[src/logic/tcio_pkg.sv]
// Constants shared by the timer channel I/O control block.
package tcio_pkg;
    // ========================================================================
    // Register map (byte addresses)
    // ========================================================================
    localparam int unsigned ADDR_W       = 8;
    localparam int unsigned CNT_W        = 16;
    localparam logic [7:0]  OFF_IO_HIGH  = 8'h00;
    localparam logic [7:0]  OFF_IO_LOW   = 8'h04;
    localparam logic [7:0]  OFF_MODE     = 8'h08;
    localparam logic [7:0]  OFF_COUNTER  = 8'h0c;
    localparam logic [7:0]  OFF_GR_BASE  = 8'h10;
    localparam logic [7:0]  OFF_PINS     = 8'h20;

    // ========================================================================
    // Field layout and reset values
    // ========================================================================
    localparam int unsigned FLD_MODE_BIT = 3;
    localparam int unsigned FLD_INIT_BIT = 2;
    localparam int unsigned MODE_BFA_BIT = 0;
    localparam int unsigned MODE_BFB_BIT = 1;
    localparam int unsigned MODE_RUN_BIT = 2;
    localparam logic [7:0]  IO_RESET     = 8'h00;
    localparam logic [7:0]  MODE_RESET   = 8'h00;
    localparam logic [15:0] GR_RESET     = 16'hffff;

    // ========================================================================
    // Compare actions and bus responses
    // ========================================================================
    localparam logic [1:0]  ACT_NONE     = 2'h0;
    localparam logic [1:0]  ACT_LOW      = 2'h1;
    localparam logic [1:0]  ACT_HIGH     = 2'h2;
    localparam logic [1:0]  ACT_TOGGLE   = 2'h3;
    localparam logic [1:0]  RESP_OKAY    = 2'h0;
    localparam logic [1:0]  RESP_SLVERR  = 2'h2;
endpackage : tcio_pkg

[src/logic/tcio_counter.sv]
// Free-running channel counter with software load.
`timescale 1ns/1ps
module tcio_counter (
    input  wire logic        mclk,
    input  wire logic        sys_rst,
    input  wire logic        clk_en,
    input  wire logic        run,
    input  wire logic        load,
    input  wire logic [15:0] load_val,
    output logic      [15:0] count,
    output logic             updated
);
    typedef struct packed {
        logic [15:0] cnt;
        logic        upd;
    } tcio_cnt_state_t;

    tcio_cnt_state_t s_q;
    tcio_cnt_state_t s_d;

    // ========================================================================
    // Counting
    // ========================================================================
    // A load wins over counting; upd marks a fresh value so a stopped
    // counter does not match the same register again every cycle.
    always_comb begin
        s_d     = s_q;
        s_d.upd = 1'b0;
        if (load) begin
            s_d.cnt = load_val;
            s_d.upd = 1'b1;
        end else if (run) begin
            s_d.cnt = s_q.cnt + 16'h0001;
            s_d.upd = 1'b1;
        end
    end

    // Clock enable freezes the counter.
    always_ff @(posedge mclk) begin
        if (sys_rst) begin
            s_q <= '0;
        end else if (clk_en) begin
            s_q <= s_d;
        end
    end

    assign count   = s_q.cnt;
    assign updated = s_q.upd;
endmodule : tcio_counter

[src/logic/tcio_unit.sv]
// Compare output and capture edge logic of one general register.
`timescale 1ns/1ps
module tcio_unit (
    input  wire logic       mclk,
    input  wire logic       sys_rst,
    input  wire logic       clk_en,
    input  wire logic [3:0] field,
    input  wire logic       inhibit,
    input  wire logic       field_wr,
    input  wire logic       match,
    input  wire logic       pin_in,
    output logic            pin_out,
    output logic            pin_oe,
    output logic            capture
);
    typedef struct packed {
        logic lvl;
        logic oe;
        logic prev;
    } tcio_unit_state_t;

    tcio_unit_state_t s_q;
    tcio_unit_state_t s_d;
    logic       is_cmp;
    logic [1:0] act;
    logic       rise;
    logic       fall;

    // ========================================================================
    // Compare output
    // ========================================================================
    // A new field loads the initial level before any match may act.
    always_comb begin
        is_cmp = ~field[tcio_pkg::FLD_MODE_BIT];
        act    = field[1:0];
        s_d    = s_q;
        s_d.prev = pin_in;
        s_d.oe = is_cmp & (act != tcio_pkg::ACT_NONE) & ~inhibit;
        if (field_wr) begin
            s_d.lvl = field[tcio_pkg::FLD_INIT_BIT];
        end else if (is_cmp && match && !inhibit) begin
            unique case (act)
                tcio_pkg::ACT_LOW:    s_d.lvl = 1'b0;
                tcio_pkg::ACT_HIGH:   s_d.lvl = 1'b1;
                tcio_pkg::ACT_TOGGLE: s_d.lvl = ~s_q.lvl;
                tcio_pkg::ACT_NONE:   s_d.lvl = s_q.lvl;
            endcase
        end
    end

    // ========================================================================
    // Capture edges
    // ========================================================================
    // Bit 2 does not change the edge choice; the own pin stays the source.
    always_comb begin
        rise = pin_in & ~s_q.prev;
        fall = ~pin_in & s_q.prev;
        if (act == tcio_pkg::ACT_NONE) begin
            capture = rise;
        end else if (act == tcio_pkg::ACT_LOW) begin
            capture = fall;
        end else begin
            capture = rise | fall;
        end
        capture = capture & clk_en & ~is_cmp & ~inhibit;
    end

    always_ff @(posedge mclk) begin
        if (sys_rst) begin
            s_q <= '0;
        end else if (clk_en) begin
            s_q <= s_d;
        end
    end

    assign pin_out = s_q.lvl;
    assign pin_oe  = s_q.oe;

    // ========================================================================
    // Checks
    // ========================================================================
    chk_init_level: assert property (@(posedge mclk) disable iff (sys_rst)
        clk_en && field_wr |=> pin_out == $past(field[2]))
        else $error("initial level not loaded");
    chk_drive_low: assert property (@(posedge mclk) disable iff (sys_rst)
        clk_en && !field_wr && !inhibit && match && field[3:0] ==? 4'b0?01 |=> !pin_out)
        else $error("pin not driven low on match");
    chk_drive_high: assert property (@(posedge mclk) disable iff (sys_rst)
        clk_en && !field_wr && !inhibit && match && field[3:0] ==? 4'b0?10 |=> pin_out)
        else $error("pin not driven high on match");
    chk_toggle_level: assert property (@(posedge mclk) disable iff (sys_rst)
        clk_en && !field_wr && !inhibit && match && field[3:0] ==? 4'b0?11
        |=> pin_out != $past(pin_out))
        else $error("pin not toggled on match");
    chk_rise_capture: assert property (@(posedge mclk) disable iff (sys_rst)
        clk_en && $past(clk_en) && !inhibit && field[3] && field[1:0] == 2'b00 && $rose(pin_in) |-> capture)
        else $error("rising edge not captured");
    chk_fall_capture: assert property (@(posedge mclk) disable iff (sys_rst)
        clk_en && $past(clk_en) && !inhibit && field[3] && field[1:0] == 2'b01 && $fell(pin_in) |-> capture)
        else $error("falling edge not captured");
    chk_both_capture: assert property (@(posedge mclk) disable iff (sys_rst)
        clk_en && !inhibit && field[3] && field[1] && pin_in != s_q.prev |-> capture)
        else $error("edge missed in both-edge mode");
    chk_output_off: assert property (@(posedge mclk) disable iff (sys_rst)
        clk_en && (field[1:0] == 2'b00 || field[3] || inhibit) |=> !pin_oe)
        else $error("pin driven while output disabled");
    chk_inhibit_quiet: assert property (@(posedge mclk) disable iff (sys_rst)
        inhibit |-> !capture)
        else $error("capture while register is a buffer");
endmodule : tcio_unit

[src/logic/tcio_top.sv]
// Timer channel I/O control: field registers, general registers, AXI4-Lite slave.
//
// The register addresses and the AXI4-Lite slave port were chosen for this implementation.
`timescale 1ns/1ps
module tcio_top (
    input  wire logic        mclk,
    input  wire logic        sys_rst,
    input  wire logic        clk_en,
    input  wire logic [7:0]  s_axil_awaddr,
    input  wire logic        s_axil_awvalid,
    output logic             s_axil_awready,
    input  wire logic [31:0] s_axil_wdata,
    input  wire logic [3:0]  s_axil_wstrb,
    input  wire logic        s_axil_wvalid,
    output logic             s_axil_wready,
    output logic [1:0]       s_axil_bresp,
    output logic             s_axil_bvalid,
    input  wire logic        s_axil_bready,
    input  wire logic [7:0]  s_axil_araddr,
    input  wire logic        s_axil_arvalid,
    output logic             s_axil_arready,
    output logic [31:0]      s_axil_rdata,
    output logic [1:0]       s_axil_rresp,
    output logic             s_axil_rvalid,
    input  wire logic        s_axil_rready,
    input  wire logic [3:0]  pin_in,
    output logic      [3:0]  pin_out,
    output logic      [3:0]  pin_oe
);
    // ========================================================================
    // State
    // ========================================================================
    // Index 0..3 stands for general registers A, B, C and D.
    typedef struct packed {
        logic             aw_got;
        logic [7:0]       aw_addr;
        logic             w_got;
        logic [31:0]      w_data;
        logic [3:0]       w_strb;
        logic             awready;
        logic             wready;
        logic             bvalid;
        logic [1:0]       bresp;
        logic             arready;
        logic             rvalid;
        logic [1:0]       rresp;
        logic [31:0]      rdata;
        logic [7:0]       io_control_high;
        logic [7:0]       io_control_low;
        logic [7:0]       channel_mode_register;
        logic [3:0][15:0] gr;
        logic [3:0]       fwr;
    } tcio_top_state_t;

    tcio_top_state_t s_q;
    tcio_top_state_t s_d;
    logic            do_wr;
    logic            cnt_load;
    logic [15:0]     count;
    logic            cnt_upd;
    logic [3:0][3:0] field;
    logic [3:0]      inhibit;
    logic [3:0]      match;
    logic [3:0]      capture;
    logic [3:0]      unit_out;
    logic [3:0]      unit_oe;

    // ========================================================================
    // Field decode
    // ========================================================================
    // Each control register carries two 4-bit fields, the upper one for B/D.
    always_comb begin
        field[0] = s_q.io_control_high[3:0];
        field[1] = s_q.io_control_high[7:4];
        field[2] = s_q.io_control_low[3:0];
        field[3] = s_q.io_control_low[7:4];
        inhibit[0] = 1'b0;
        inhibit[1] = 1'b0;
        inhibit[2] = s_q.channel_mode_register[tcio_pkg::MODE_BFA_BIT];
        inhibit[3] = s_q.channel_mode_register[tcio_pkg::MODE_BFB_BIT];
    end

    // ========================================================================
    // Counter and per-register units
    // ========================================================================
    tcio_counter u_counter (
        .mclk     (mclk),
        .sys_rst  (sys_rst),
        .clk_en   (clk_en),
        .run      (s_q.channel_mode_register[tcio_pkg::MODE_RUN_BIT]),
        .load     (cnt_load),
        .load_val (s_q.w_data[15:0]),
        .count    (count),
        .updated  (cnt_upd)
    );

    // A match counts only when the counter has just taken a new value.
    for (genvar i = 0; i < 4; i++) begin : g_unit
        assign match[i] = cnt_upd & (count == s_q.gr[i]);
        tcio_unit u_unit (
            .mclk     (mclk),
            .sys_rst  (sys_rst),
            .clk_en   (clk_en),
            .field    (field[i]),
            .inhibit  (inhibit[i]),
            .field_wr (s_q.fwr[i]),
            .match    (match[i]),
            .pin_in   (pin_in[i]),
            .pin_out  (unit_out[i]),
            .pin_oe   (unit_oe[i]),
            .capture  (capture[i])
        );
    end

    // ========================================================================
    // Bus slave and register file
    // ========================================================================
    // Address and data are taken in either order; the write is done once both
    // are held, and no new write is taken until the response is accepted.
    always_comb begin
        s_d      = s_q;
        s_d.fwr  = 4'h0;
        do_wr    = s_q.aw_got & s_q.w_got & ~s_q.bvalid;
        cnt_load = 1'b0;
        if (s_q.bvalid && s_axil_bready) begin
            s_d.bvalid = 1'b0;
        end
        if (s_axil_awvalid && s_q.awready) begin
            s_d.aw_got  = 1'b1;
            s_d.aw_addr = s_axil_awaddr;
        end
        if (s_axil_wvalid && s_q.wready) begin
            s_d.w_got  = 1'b1;
            s_d.w_data = s_axil_wdata;
            s_d.w_strb = s_axil_wstrb;
        end
        if (do_wr) begin
            s_d.aw_got = 1'b0;
            s_d.w_got  = 1'b0;
            s_d.bvalid = 1'b1;
            s_d.bresp  = tcio_pkg::RESP_OKAY;
            if (s_q.aw_addr[7:2] == tcio_pkg::OFF_IO_HIGH[7:2]) begin
                if (s_q.w_strb[0]) begin
                    s_d.io_control_high = s_q.w_data[7:0];
                    s_d.fwr[1:0]        = 2'h3;
                end
            end else if (s_q.aw_addr[7:2] == tcio_pkg::OFF_IO_LOW[7:2]) begin
                if (s_q.w_strb[0]) begin
                    s_d.io_control_low = s_q.w_data[7:0];
                    s_d.fwr[3:2]       = 2'h3;
                end
            end else if (s_q.aw_addr[7:2] == tcio_pkg::OFF_MODE[7:2]) begin
                if (s_q.w_strb[0]) begin
                    s_d.channel_mode_register = s_q.w_data[7:0];
                end
            end else if (s_q.aw_addr[7:2] == tcio_pkg::OFF_COUNTER[7:2]) begin
                cnt_load = 1'b1;
            end else if (s_q.aw_addr[7:4] == tcio_pkg::OFF_GR_BASE[7:4]) begin
                for (int b = 0; b < 2; b++) begin
                    if (s_q.w_strb[b]) begin
                        s_d.gr[s_q.aw_addr[3:2]][b*8 +: 8] = s_q.w_data[b*8 +: 8];
                    end
                end
            end else begin
                s_d.bresp = tcio_pkg::RESP_SLVERR;
            end
        end
        // A capture edge wins over a software write in the same cycle.
        for (int i = 0; i < 4; i++) begin
            if (capture[i]) begin
                s_d.gr[i] = count;
            end
        end
        s_d.awready = ~s_d.aw_got & ~s_d.bvalid;
        s_d.wready  = ~s_d.w_got & ~s_d.bvalid;

        // Read path: one read at a time, data held until rready. It lives in
        // the one next-state process, since no second process may write the
        // state copy.
        if (s_q.rvalid && s_axil_rready) begin
            s_d.rvalid = 1'b0;
        end
        if (s_axil_arvalid && s_q.arready) begin
            s_d.rvalid = 1'b1;
            s_d.rresp  = tcio_pkg::RESP_OKAY;
            s_d.rdata  = 32'h0000_0000;
            if (s_axil_araddr[7:2] == tcio_pkg::OFF_IO_HIGH[7:2]) begin
                s_d.rdata[7:0] = s_q.io_control_high;
            end else if (s_axil_araddr[7:2] == tcio_pkg::OFF_IO_LOW[7:2]) begin
                s_d.rdata[7:0] = s_q.io_control_low;
            end else if (s_axil_araddr[7:2] == tcio_pkg::OFF_MODE[7:2]) begin
                s_d.rdata[7:0] = s_q.channel_mode_register;
            end else if (s_axil_araddr[7:2] == tcio_pkg::OFF_COUNTER[7:2]) begin
                s_d.rdata[15:0] = count;
            end else if (s_axil_araddr[7:4] == tcio_pkg::OFF_GR_BASE[7:4]) begin
                s_d.rdata[15:0] = s_q.gr[s_axil_araddr[3:2]];
            end else if (s_axil_araddr[7:2] == tcio_pkg::OFF_PINS[7:2]) begin
                s_d.rdata[11:0] = {pin_in, unit_oe, unit_out};
            end else begin
                s_d.rresp = tcio_pkg::RESP_SLVERR;
            end
        end
        s_d.arready = ~s_d.rvalid;
    end

    // Reset returns every field to code 0000, which keeps all pins undriven.
    always_ff @(posedge mclk) begin
        if (sys_rst) begin
            s_q                       <= '0;
            s_q.io_control_high       <= tcio_pkg::IO_RESET;
            s_q.io_control_low        <= tcio_pkg::IO_RESET;
            s_q.channel_mode_register <= tcio_pkg::MODE_RESET;
            s_q.gr                    <= {4{tcio_pkg::GR_RESET}};
        end else if (clk_en) begin
            s_q <= s_d;
        end
    end

    // ========================================================================
    // Outputs
    // ========================================================================
    // Ready signals are registered, so they rise one cycle after reset.
    assign s_axil_awready = s_q.awready;
    assign s_axil_wready  = s_q.wready;
    assign s_axil_bvalid  = s_q.bvalid;
    assign s_axil_bresp   = s_q.bresp;
    assign s_axil_arready = s_q.arready;
    assign s_axil_rvalid  = s_q.rvalid;
    assign s_axil_rresp   = s_q.rresp;
    assign s_axil_rdata   = s_q.rdata;
    assign pin_out        = unit_out;
    assign pin_oe         = unit_oe;

    // ========================================================================
    // Checks
    // ========================================================================
    chk_capture_copy: assert property (@(posedge mclk) disable iff (sys_rst)
        clk_en && capture[0] |=> s_q.gr[0] == $past(count))
        else $error("capture did not copy counter");
    chk_high_write: assert property (@(posedge mclk) disable iff (sys_rst)
        clk_en && do_wr && s_q.w_strb[0] && s_q.aw_addr == tcio_pkg::OFF_IO_HIGH
        |=> s_q.io_control_high == $past(s_q.w_data[7:0]) && s_q.fwr == 4'h3)
        else $error("high control write lost");
    chk_low_write: assert property (@(posedge mclk) disable iff (sys_rst)
        clk_en && do_wr && s_q.w_strb[0] && s_q.aw_addr == tcio_pkg::OFF_IO_LOW
        |=> s_q.io_control_low == $past(s_q.w_data[7:0]) && s_q.fwr == 4'hc)
        else $error("low control write lost");
    chk_reset_fields: assert property (@(posedge mclk)
        $past(sys_rst) && !sys_rst |-> s_q.io_control_high == 8'h00 && s_q.io_control_low == 8'h00)
        else $error("control fields not cleared by reset");
    chk_buffer_d_off: assert property (@(posedge mclk) disable iff (sys_rst)
        clk_en && s_q.channel_mode_register[1] |-> !capture[3] ##1 !pin_oe[3])
        else $error("register D active in buffer mode");
    chk_buffer_c_off: assert property (@(posedge mclk) disable iff (sys_rst)
        clk_en && s_q.channel_mode_register[0] |-> !capture[2] ##1 !pin_oe[2])
        else $error("register C active in buffer mode");
    // The field decode must place each nibble on its own register.
    chk_high_fields: assert property (@(posedge mclk) disable iff (sys_rst)
        clk_en && do_wr && s_q.w_strb[0] && s_q.aw_addr == tcio_pkg::OFF_IO_HIGH
        |=> field[1] == $past(s_q.w_data[7:4]) && field[0] == $past(s_q.w_data[3:0]))
        else $error("high control fields misplaced");
    chk_low_fields: assert property (@(posedge mclk) disable iff (sys_rst)
        clk_en && do_wr && s_q.w_strb[0] && s_q.aw_addr == tcio_pkg::OFF_IO_LOW
        |=> field[3] == $past(s_q.w_data[7:4]) && field[2] == $past(s_q.w_data[3:0]))
        else $error("low control fields misplaced");
    chk_capture_c: assert property (@(posedge mclk) disable iff (sys_rst)
        clk_en && capture[2] |=> s_q.gr[2] == $past(count))
        else $error("capture did not copy counter into register C");
endmodule : tcio_top

[config.mk]
export PLATFORM = sky130hd
export DESIGN_NAME = tcio_top
export DESIGN_NICKNAME = d
export VERILOG_FILES = /design/src/logic/tcio_pkg.sv /design/src/logic/tcio_counter.sv /design/src/logic/tcio_unit.sv /design/src/logic/tcio_top.sv
export SDC_FILE = /design/constraint.sdc
export NUM_CORES = 1
export LEC_CHECK = 0
export BUFFER_PORTS_ARGS = -buffer_cell sky130_fd_sc_hd__buf_4
export CAP_MARGIN = 10
export CORE_ASPECT_RATIO = 1.25
export CORE_UTILIZATION = 40
export DETAILED_ROUTE_END_ITERATION = 6
export MAX_ROUTING_LAYER = met4
export PLACE_DENSITY_LB_ADDON = 0.2
export SYNTH_ARGS = -nofsm -noshare
export SYNTH_HDL_FRONTEND = slang
export SYNTH_HIERARCHICAL = 1
export SYNTH_SLANG_ARGS = --single-unit
[constraint.sdc]
create_clock -name mclk -period 5.5 [get_ports mclk]
set_input_delay 0.55 -clock mclk [delete_from_list [all_inputs] [get_ports mclk]]
set_output_delay 0.55 -clock mclk [all_outputs]
set_load 0.005 [all_outputs]
* Yosys cells after proc, flatten, opt, wreduce, memory -nomap -nowiden
Cells that the tools add are included.
** Storage, ports and cells
- Flip-flop bits (word level) :: 192
- Logic and storage cells :: 283
** Operators by class
- Add/sub/neg operators :: 1
- Magnitude comparators :: 3
- Eq/ne operators :: 45
- Mux-type cells :: 85
- Bitwise operators :: 61
- Reduce and logical (&&, ||, !) cells :: 53
** Operators with widths (number)
- two-way mux 64 bit :: 12
- bitwise mux 64 bit :: 2
- two-way mux 16 bit :: 7
- two-way mux 68 bit :: 1
- two-way mux 66 bit :: 1
- demux 16 bit (select 2 bit) :: 2
- equality test 16 bit :: 4
- two-way mux 8 bit :: 7
- two-way mux 37 bit :: 1
- two-way mux 35 bit :: 1
- two-way mux 17 bit :: 2
- nonzero test 2 bit :: 17
- AND 1 bit :: 32
- binary-select mux 16 bit (select 2 bit) :: 1
- != test 2 x 1 -> 1 bit, second input constant :: 16
- two-way mux 2 bit :: 14
- AND reduction 7 bit :: 4
- two-way mux 1 bit :: 25
- NOT 1 bit :: 25
- equality test 6 x 2 -> 1 bit, second input constant :: 4
- two-way mux 12 bit :: 2
- adder 16 x 1 -> 16 bit, second input constant :: 1
- equality test 2 bit, second input constant :: 8
- equality test 6 x 1 -> 1 bit, second input constant :: 2
- other kinds (20) :: 57

* Longest topological paths before layout
Gate-level depths: netlist of the first run.
- Depth after elaboration :: 21
- Gate-level depth with buffers :: 11
- Gate-level depth less buffers :: 9

* Cells and area by module
The synthesis of the first run kept the hierarchy.
** By module, submodules not included
- tcio_top :: instances 1, cells each 944, area each 8174.1 µm², seq. area each 2782.7 µm²
- tcio_counter :: instances 1, cells each 136, area each 1097.3 µm², seq. area each 340.3 µm²
- tcio_unit :: instances 4, cells each 25, area each 214.0 µm², seq. area each 60.1 µm²

* Worst setup path before layout of the first run
Ideal clock, no wire load.
- Kind :: input to register
- Start point :: input pin_in[1]
- End point :: register s_q[25] (netlist name)
- Setup time :: 130 ps
- Data arrival time :: 2387 ps
- Setup slack :: 2982 ps
- Stages on the path :: 9
- Path through :: inv_1 > ha_1 > a211oi_1 > or3b_1 > clkbuf_1 > clkbuf_1 > o31ai_1 > nor4_1 > o21ai_1
** Between the ends
- Word-level cells in the longest chain between the ends :: 9
** Ends and longest elaborated chain
- start, declared :: RTL line tcio_top.sv:26 : input wire logic [3:0] pin_in,
- NOT 1 bit :: RTL line tcio_unit.sv:57 : fall = ~pin_in & s_q.prev;
- AND 1 bit :: RTL line tcio_unit.sv:57
- OR 1 bit :: RTL line tcio_unit.sv:63 : capture = rise | fall;
- two-way mux 1 bit :: RTL line tcio_unit.sv:60 : end else if (act == tcio_pkg::ACT_LOW) begin
- two-way mux 1 bit * :: RTL line tcio_unit.sv:58 : if (act == tcio_pkg::ACT_NONE) begin
- AND 1 bit * (2 in series) :: RTL line tcio_unit.sv:65 : capture = capture & clk_en & ~is_cmp & ~inhibit;
- named net capture[1] :: RTL line tcio_top.sv:64 : logic [3:0] capture;
- != test 2 x 1 -> 1 bit (no source line) or nonzero test 2 bit (tied branches)
- AND reduction 7 bit (no source line)
- end, declared :: RTL line tcio_top.sv:55 : tcio_top_state_t s_q;
Mark *: on every way through the listed nets, which the timed path passes. The rest lies on a longest branch.
A chain may end at the register's enable or synchronous reset.

* Worst setup path in the final report of the first run
- Start point :: input clk_en
- End point :: register s_q[55] (netlist name)
** Between the ends
- Word-level cells in the longest chain between the ends :: 5
** Ends and longest elaborated chain
- start, declared :: RTL line tcio_top.sv:8 : input wire logic clk_en,
- AND 1 bit * (3 in series) :: RTL line tcio_unit.sv:65
- named net capture[3] :: RTL line tcio_top.sv:64
- != test 2 x 1 -> 1 bit (no source line) or nonzero test 2 bit (tied branches)
- AND reduction 7 bit (no source line)
Marks and branches as above.

==> results of run 1 <==
[logic make-up (layout without fill, tap and decap cells)]
kind of cell | Yosys count | count (layout) | synth area share (%)
muxes | 97 | 97 | 11.6
AOI/OAI and AO/OA | 305 | 305 | 21.5
DFF | 168 | 168 | 33.2
other | 1 | 20 | 0.0370
buffers and inverters | 156 | 139 | 7.81
and+or+nand+nor | 380 | 380 | 19.2
xor gates and xnor gates | 64 | 64 | 5.53
adders and majority gates | 9 | 9 | 1.11
[area by class of cell]
cell class                 count  share of cell area (%)
timing repair buffer          86                    5.79
inverter                      21                   0.707
tap                          330                    3.70
multi-input combinational    875                    54.4
sequential                   168                    30.2
clock buffer                  18                    3.94
clock inverter                14                    1.25
[state kept, by name, summed over array words and instances, names as in the netlist]
| signal | count |
|---|---|
| s_axil_awready | 1 |
| g_unit.u_unit/pin_oe | 4 |
| s_q | 98 |
| u_counter/updated | 1 |
| inhibit | 2 |
| field | 16 |
| s_axil_wready | 1 |
| s_axil_rdata | 16 |
| u_counter/count | 16 |
| s_axil_arready | 1 |
| s_axil_bresp | 1 |
| g_unit.u_unit/s_q | 4 |
| s_axil_rvalid | 1 |
| s_axil_bvalid | 1 |
| g_unit.u_unit/pin_out | 4 |
| s_axil_rresp | 1 |
[per-layer routing]
metal,vias up,GRT usage [%],share of wire [%]
met5,-,-,0
met4,0,6.65,1.9
met3,41,3.28,5.0
met2,320,42.3,49
met1,4403,33.7,44
li1,4242,-,-
[cell usage after synthesis (11+ instances only)]
cell type  count  share of area, %
o31ai_1       16               1.2
a31oi_1       20               1.2
a211oi_1      11              0.82
nand2_1      106               3.9
nand2b_1      17               1.1
buf_2         15              0.74
a32o_1        11               1.1
o21ai_1       20              0.99
nand3_1       11              0.54
dfxtp_1      168                33
nor2b_1       20               1.2
nor2_1       116               4.3
inv_1         21              0.78
nor4_1        30               1.9
clkbuf_1      68               2.5
o22ai_1       20               1.2
buf_4         40               3.0
nand4_1       18               1.1
a21oi_1       64               3.2
a22oi_1       33               2.4
mux2i_1       81               8.0
a221oi_1      37               3.2
xnor2_1       48               4.2
mux4_2        16               3.6
xor2_1        16               1.4
and2_1        18               1.1
o21ai_0       14              0.69
[where the power goes]
part           total (mW)  internal (mW)  switching (mW)
clock network        1.20          0.646           0.555
logic               0.174         0.0664           0.108
registers            1.24           1.23          0.0159
total                2.62           1.94           0.678
[cell usage in the layout (no fill, tap or decap), types with 11 or more instances in the layout]
| cell | Yosys | routed |
|---|---|---|
| a21oi_1 | 64 | 64 |
| buf_4 | 40 | 86 |
| a32o_1 | 11 | 11 |
| a221oi_1 | 37 | 37 |
| clkbuf_16 | 0 | 17 |
| nand2b_1 | 17 | 17 |
| nor2_1 | 116 | 116 |
| nor4_1 | 30 | 29 |
| mux4_2 | 16 | 16 |
| o22ai_1 | 20 | 20 |
| o21ai_0 | 14 | 14 |
| a22oi_1 | 33 | 33 |
| nor2b_1 | 20 | 20 |
| mux2i_1 | 81 | 81 |
| nand4_1 | 18 | 18 |
| xor2_1 | 16 | 16 |
| a31oi_1 | 20 | 20 |
| dfxtp_1 | 168 | 168 |
| inv_1 | 21 | 21 |
| and2_1 | 18 | 18 |
| o31ai_1 | 16 | 16 |
| nand2_1 | 106 | 106 |
| o21ai_1 | 20 | 20 |
| nand3_1 | 11 | 11 |
| xnor2_1 | 48 | 48 |
| conb_1 | 1 | 20 |
[per-stage QoR]
step                      instances  setup slack [ns]  instance area [um^2]
after floorplan                1199              2.98                 10200
after global placement         1480              2.23                 10600
after detailed placement       1480              2.21                 10600
after CTS                      1512              2.66                 11100
after global routing           1512              2.42                 11100
final                          1512              2.65                 11100
[critical path, delay by kind of cell]
| family | cells | cell delay [ns] |
|---|---|---|
| AOI/OAI and AO/OA | 3 | 0.87 |
| buffers and inverters | 3 | 1.10 |
| muxes | 1 | 0.24 |
| and+or+nand+nor | 3 | 0.41 |
[path summary, 6_finish.rpt]
kind	endpoint	cells past startpoint	slack (ns)	startpoint
max	s_q[55]$_SDFFE_PP1P_	10	2.65	clk_en
max reg2reg	s_q[17]$_SDFFE_PP1P_	9	2.68	g_unit[0].u_unit/s_q[0]$_SDFFE_PP0P_
min reg2reg	s_axil_rdata[14]$_SDFFE_PP0P_	2	0.45	s_axil_rdata[14]$_SDFFE_PP0P_
min	s_q[177]$_SDFFE_PP0P_	3	0.34	s_axil_awaddr[7]
==> qor.yml, run 1 <==
port_buffers: 72
multiInputGateArea_um2: 6070
async_reset_ff_share_pct: 0
grt_max_degree: 79
numCtsBuffers: 17
hpwlAfterDp_um: 22400
final-seq-area_um2: 3360
totalPowerFinal_mw: 2.62
synthFlopType: "dfxtp_1"
ir_drop_v: 0.000212
fmax_ghz: 0.350
wl_per_cell_um: 21.1
overflow: 0
cpMaxStageDelayCell: "o21a_1"
fill_cells: 2543
hold_class: "in2reg"
syn_inst: 1180
cts_resized: 0
fin_hold_ws_ns: 0.344
cts_tree: "yes"
cp-start-kind: "input pin"
diodes: 0
drt_iter0_markers: 768
crit_path_end_kind: "register"
ant_nets: 0
maxSlewViolCount: 0
ys_ff_latch: 168
fp.dieW_um: 144
cts-root-buf: "clkbuf_16"
coreArea_um2: 24700
slowest_delay_ns: 0.59
clock_latency_ns: 0.44
max-cap-violations: 0
die-area_um2: 26000
grt_pass1_wl_um: 50300
vias: 9006
crit_top_cell: "buf_4"
pwr_density_cell_nw_per_um2: 235
path_cells: "buf_4 > buf_4 > and2b_4 > nand2_1 > a211oi_2 > buf_4 > nand2_1 > o41ai_2 > o21a_1 > mux2i_1"
initial_utilization_pct: 41.1
cp.required_ns: 5.86
totalWireLength_um: 32000
gr-usage-all-layers_pct: 26.0
yosysWarnings: 6
max-slew-margin-rel_pct: 20.4
cts.sinks: 168
drc: 0
cp_max_fo: 43
antenna_found_initial: 0
p_leak_nw: 3.94
final_util_pct: 45.2
io_pins: 113
skew_ns: 0.0138
die_y_um: 180
drive_gt1_share_pct: 14.0
clockBufferDepth: 2
fin_crit_ns: 2.85
hold_viol_final: 0
cts_setup_buffers: 0
place_congestion: 0.867
clkSlewWorstSetupHoldPaths_ns: 0.07
floorplan.rows: 64
fin_nets: 1242
tns_ns: 0
cp_data_arrival_time_ns: 3.21
grt_pass1_vias: 8471
yosysSeqAreaShare_pct: 33.2
synth-edff-count: 0
worst-slew-pin-transition_ns: 1.18
finalSetupViolCount: 0
finalCritPeriodShare_pct: 51.9
grt_setup_unrepaired: "false"
outcome: "complete, no violations"
holdBufCountCts: 0
netlist_area_um2: 10100
dr.pass1.iters: 6
htreeDepth: 4
syn_avg_cell_area_um2: 8.58
vias_per_cell: 5.96
yosysUniqueCellTypes: 80
syn2layout_area_growth_pct: 10.1
crit_type: "in2reg"
(Power assumes the default switching activity.)
==> run 2, diff against run 1 <==
==> constraint.sdc (replaced) <==
create_clock -name mclk -period 2.8 [get_ports mclk]
set_input_delay 0.28 -clock mclk [delete_from_list [all_inputs] [get_ports mclk]]
set_output_delay 0.28 -clock mclk [all_outputs]
set_load 0.005 [all_outputs]
==> run 2 against run 1 <==
Against the previous run: via count rose by 2.7%; clock-buffer cell count did not move; critical path depth fell by 1; non-clock buffer count rose by 43; sequential power rose by 97%; routed wire length rose by 4.7%; sequential share of layout area fell by 0.90 points; first-iteration DRC count rose by 24%; critical path type is now reg2reg; critical endpoint is now s_q[35]$_SDFFE_PP1P_; largest cell class unchanged; highest routed layer unchanged.
==> qor.yml, run 2 (synthesized netlist as in run 1, its figures left out) <==
outcome: "complete, no violations"
floorplan.rows: 64
hold_class: "in2reg"
r2r_slack_ns: 0.37
initial_utilization_pct: 41.1
hpwlAfterDp_um: 23500
finalCritPeriodShare_pct: 86.6
switching_share_pct: 26.8
crit_path_end_kind: "register"
grt_pass1_vias: 8780
worst-slew-pin-transition_ns: 0.800
syn2layout_area_growth_pct: 13.5
fp.dieW_um: 144
p_sw_mw: 1.39
crit_type: "reg2reg"
tns_ns: 0
die-area_um2: 26000
cts_resized: 0
min_to: "s_q[172]$_SDFFE_PP0P_"
cts.sinks: 168
skew_ns: 0.0174
place_congestion: 0.909
top_register: "s_q"
clkSlewWorstSetupHoldPaths_ns: 0.08
cp-start-kind: "register"
path_cells: "inv_1 > ha_1 > nor2b_1 > a211oi_1 > a211oi_2 > or3b_1 > o31ai_1 > nor4_1 > o21ai_1"
cts-root-buf: "clkbuf_16"
totalWireLength_um: 33500
clock_latency_ns: 0.45
cp.required_ns: 3.18
htreeDepth: 4
cp_num_buf_inv: 1
drive_gt1_share_pct: 16.9
port_buffers: 72
gr-usage-all-layers_pct: 27.2
die_y_um: 180
holdBufCountCts: 0
largest_reg_flops: 98
regToRegStartpoint: "g_unit[1].u_unit/s_q[0]$_SDFFE_PP0P_"
grt_pass1_wl_um: 51800
overflow: 0
totalPowerFinal_mw: 5.21
max-cap-violations: 0
hold_viol_final: 0
final_common_cell: "dfxtp_1"
rr_worst_depth: 9
numCtsBuffers: 17
diodes: 0
internal_power_mw: 3.82
pwr-share-seq_pct: 46.8
p_leak_nw: 4.18
cp_max_fo: 16
clockPowerShare_pct: 46.3
ir_drop_v: 0.000433
grt_setup_unrepaired: "false"
ant_nets: 0
maxSlewViolCount: 0
slowest_delay_ns: 0.67
cts_setup_buffers: 0
wl_per_cell_um: 21.5
vias: 9246
timing.rr.end: "s_q[35]$_SDFFE_PP1P_"
final_util_pct: 46.6
pwr_density_cell_nw_per_um2: 453
drt_iter0_markers: 954
final-seq-area_um2: 3360
fill_cells: 2522
fmax_ghz: 0.412
fin_crit_ns: 2.43
final_cell_mix: "dfxtp_1 (168), buf_4 (128), nor2_1 (116), nand2_1 (106), mux2i_1 (81)"
io_pins: 113
max-slew-margin-rel_pct: 46.5
antenna_found_initial: 0
finalSetupViolCount: 0
cp_data_arrival_time_ns: 2.80
vias_per_cell: 5.95
grt_max_degree: 87
comb_power_share_pct: 6.9
hp-start: "s_axil_awaddr[2]"
multiInputGateArea_um2: 6070
cp_top_family: "simple AND/OR/NAND/NOR gates"
fin_nets: 1285
cts_tree: "yes"
drc: 0
whs_path_depth: 3
clockBufferDepth: 2
dr.pass1.iters: 6
cpMaxStageDelayCell: "or3b_1"
coreArea_um2: 24700
run 2: power groups by stage:
stage / combinational, mW / sequential, mW / clock (mW)
5_1_grt: 0.391 / 2.44 / 2.54
6_report: 0.358 / 2.44 / 2.41
2_1_floorplan: 0.236 / 2.48 / 0
4_1_cts: 0.357 / 2.44 / 2.44
3_5_place_dp: 0.355 / 2.49 / 0
3_3_place_gp: 0.352 / 2.49 / 0
run 2: through the flow:
step | hold WS (ns) | instance area (um^2) | setup slack (ns) | std cells
floorplan | 0.352 | 10200 | 0.514 | 1199
global placement | 0.440 | 10900 | 0.397 | 1523
detailed placement | 0.445 | 10900 | 0.396 | 1523
CTS | 0.0572 | 11500 | 0.410 | 1555
global route | 0.0631 | 11500 | 0.192 | 1555
finish | 0.0673 | 11500 | 0.375 | 1555
run 2: layer usage:
layer,track usage [%],vias up,wire length (um)
met1,34.0,4488,14300
met3,4.53,44,2300
met4,8.76,0,801
met2,44.0,384,16100
met5,-,-,0
li1,-,4330,-
run 2: layout make-up:
cell class	instances	share of cell area (%)
Inverter	21	0.686
Multi-Input combinational cell	875	52.8
Clock inverter	14	1.35
Sequential cell	168	29.3
Timing Repair Buffer	129	8.54
Clock buffer	18	3.73
Tap cell	330	3.59
run 2: tightest hold or removal path: stages:
cell	delay [ns]
buf_4	0.07
mux2i_1	0.05
nor2_1	0.07
run 2: worst max-delay path by stage:
| stage | startpoint | end | slack [ns] | cells after the start |
|---|---|---|---|---|
| after global routing | g_unit[1].u_unit/s_q[0]$_SDFFE_PP0P_ | s_q[33]$_SDFFE_PP1P_ | 0.19 | 9 |
| after CTS | g_unit[1].u_unit/s_q[0]$_SDFFE_PP0P_ | s_q[35]$_SDFFE_PP1P_ | 0.41 | 9 |
| after detailed placement | pin_in[1] | s_q[35]$_SDFFE_PP1P_ | 0.40 | 9 |
| after global placement | pin_in[1] | s_q[35]$_SDFFE_PP1P_ | 0.40 | 9 |
| after floorplan | g_unit[1].u_unit/s_q[0]$_SDFFE_PP0P_ | s_q[25]$_SDFFE_PP1P_ | 0.51 | 11 |
| final | g_unit[1].u_unit/s_q[0]$_SDFFE_PP0P_ | s_q[35]$_SDFFE_PP1P_ | 0.37 | 9 |
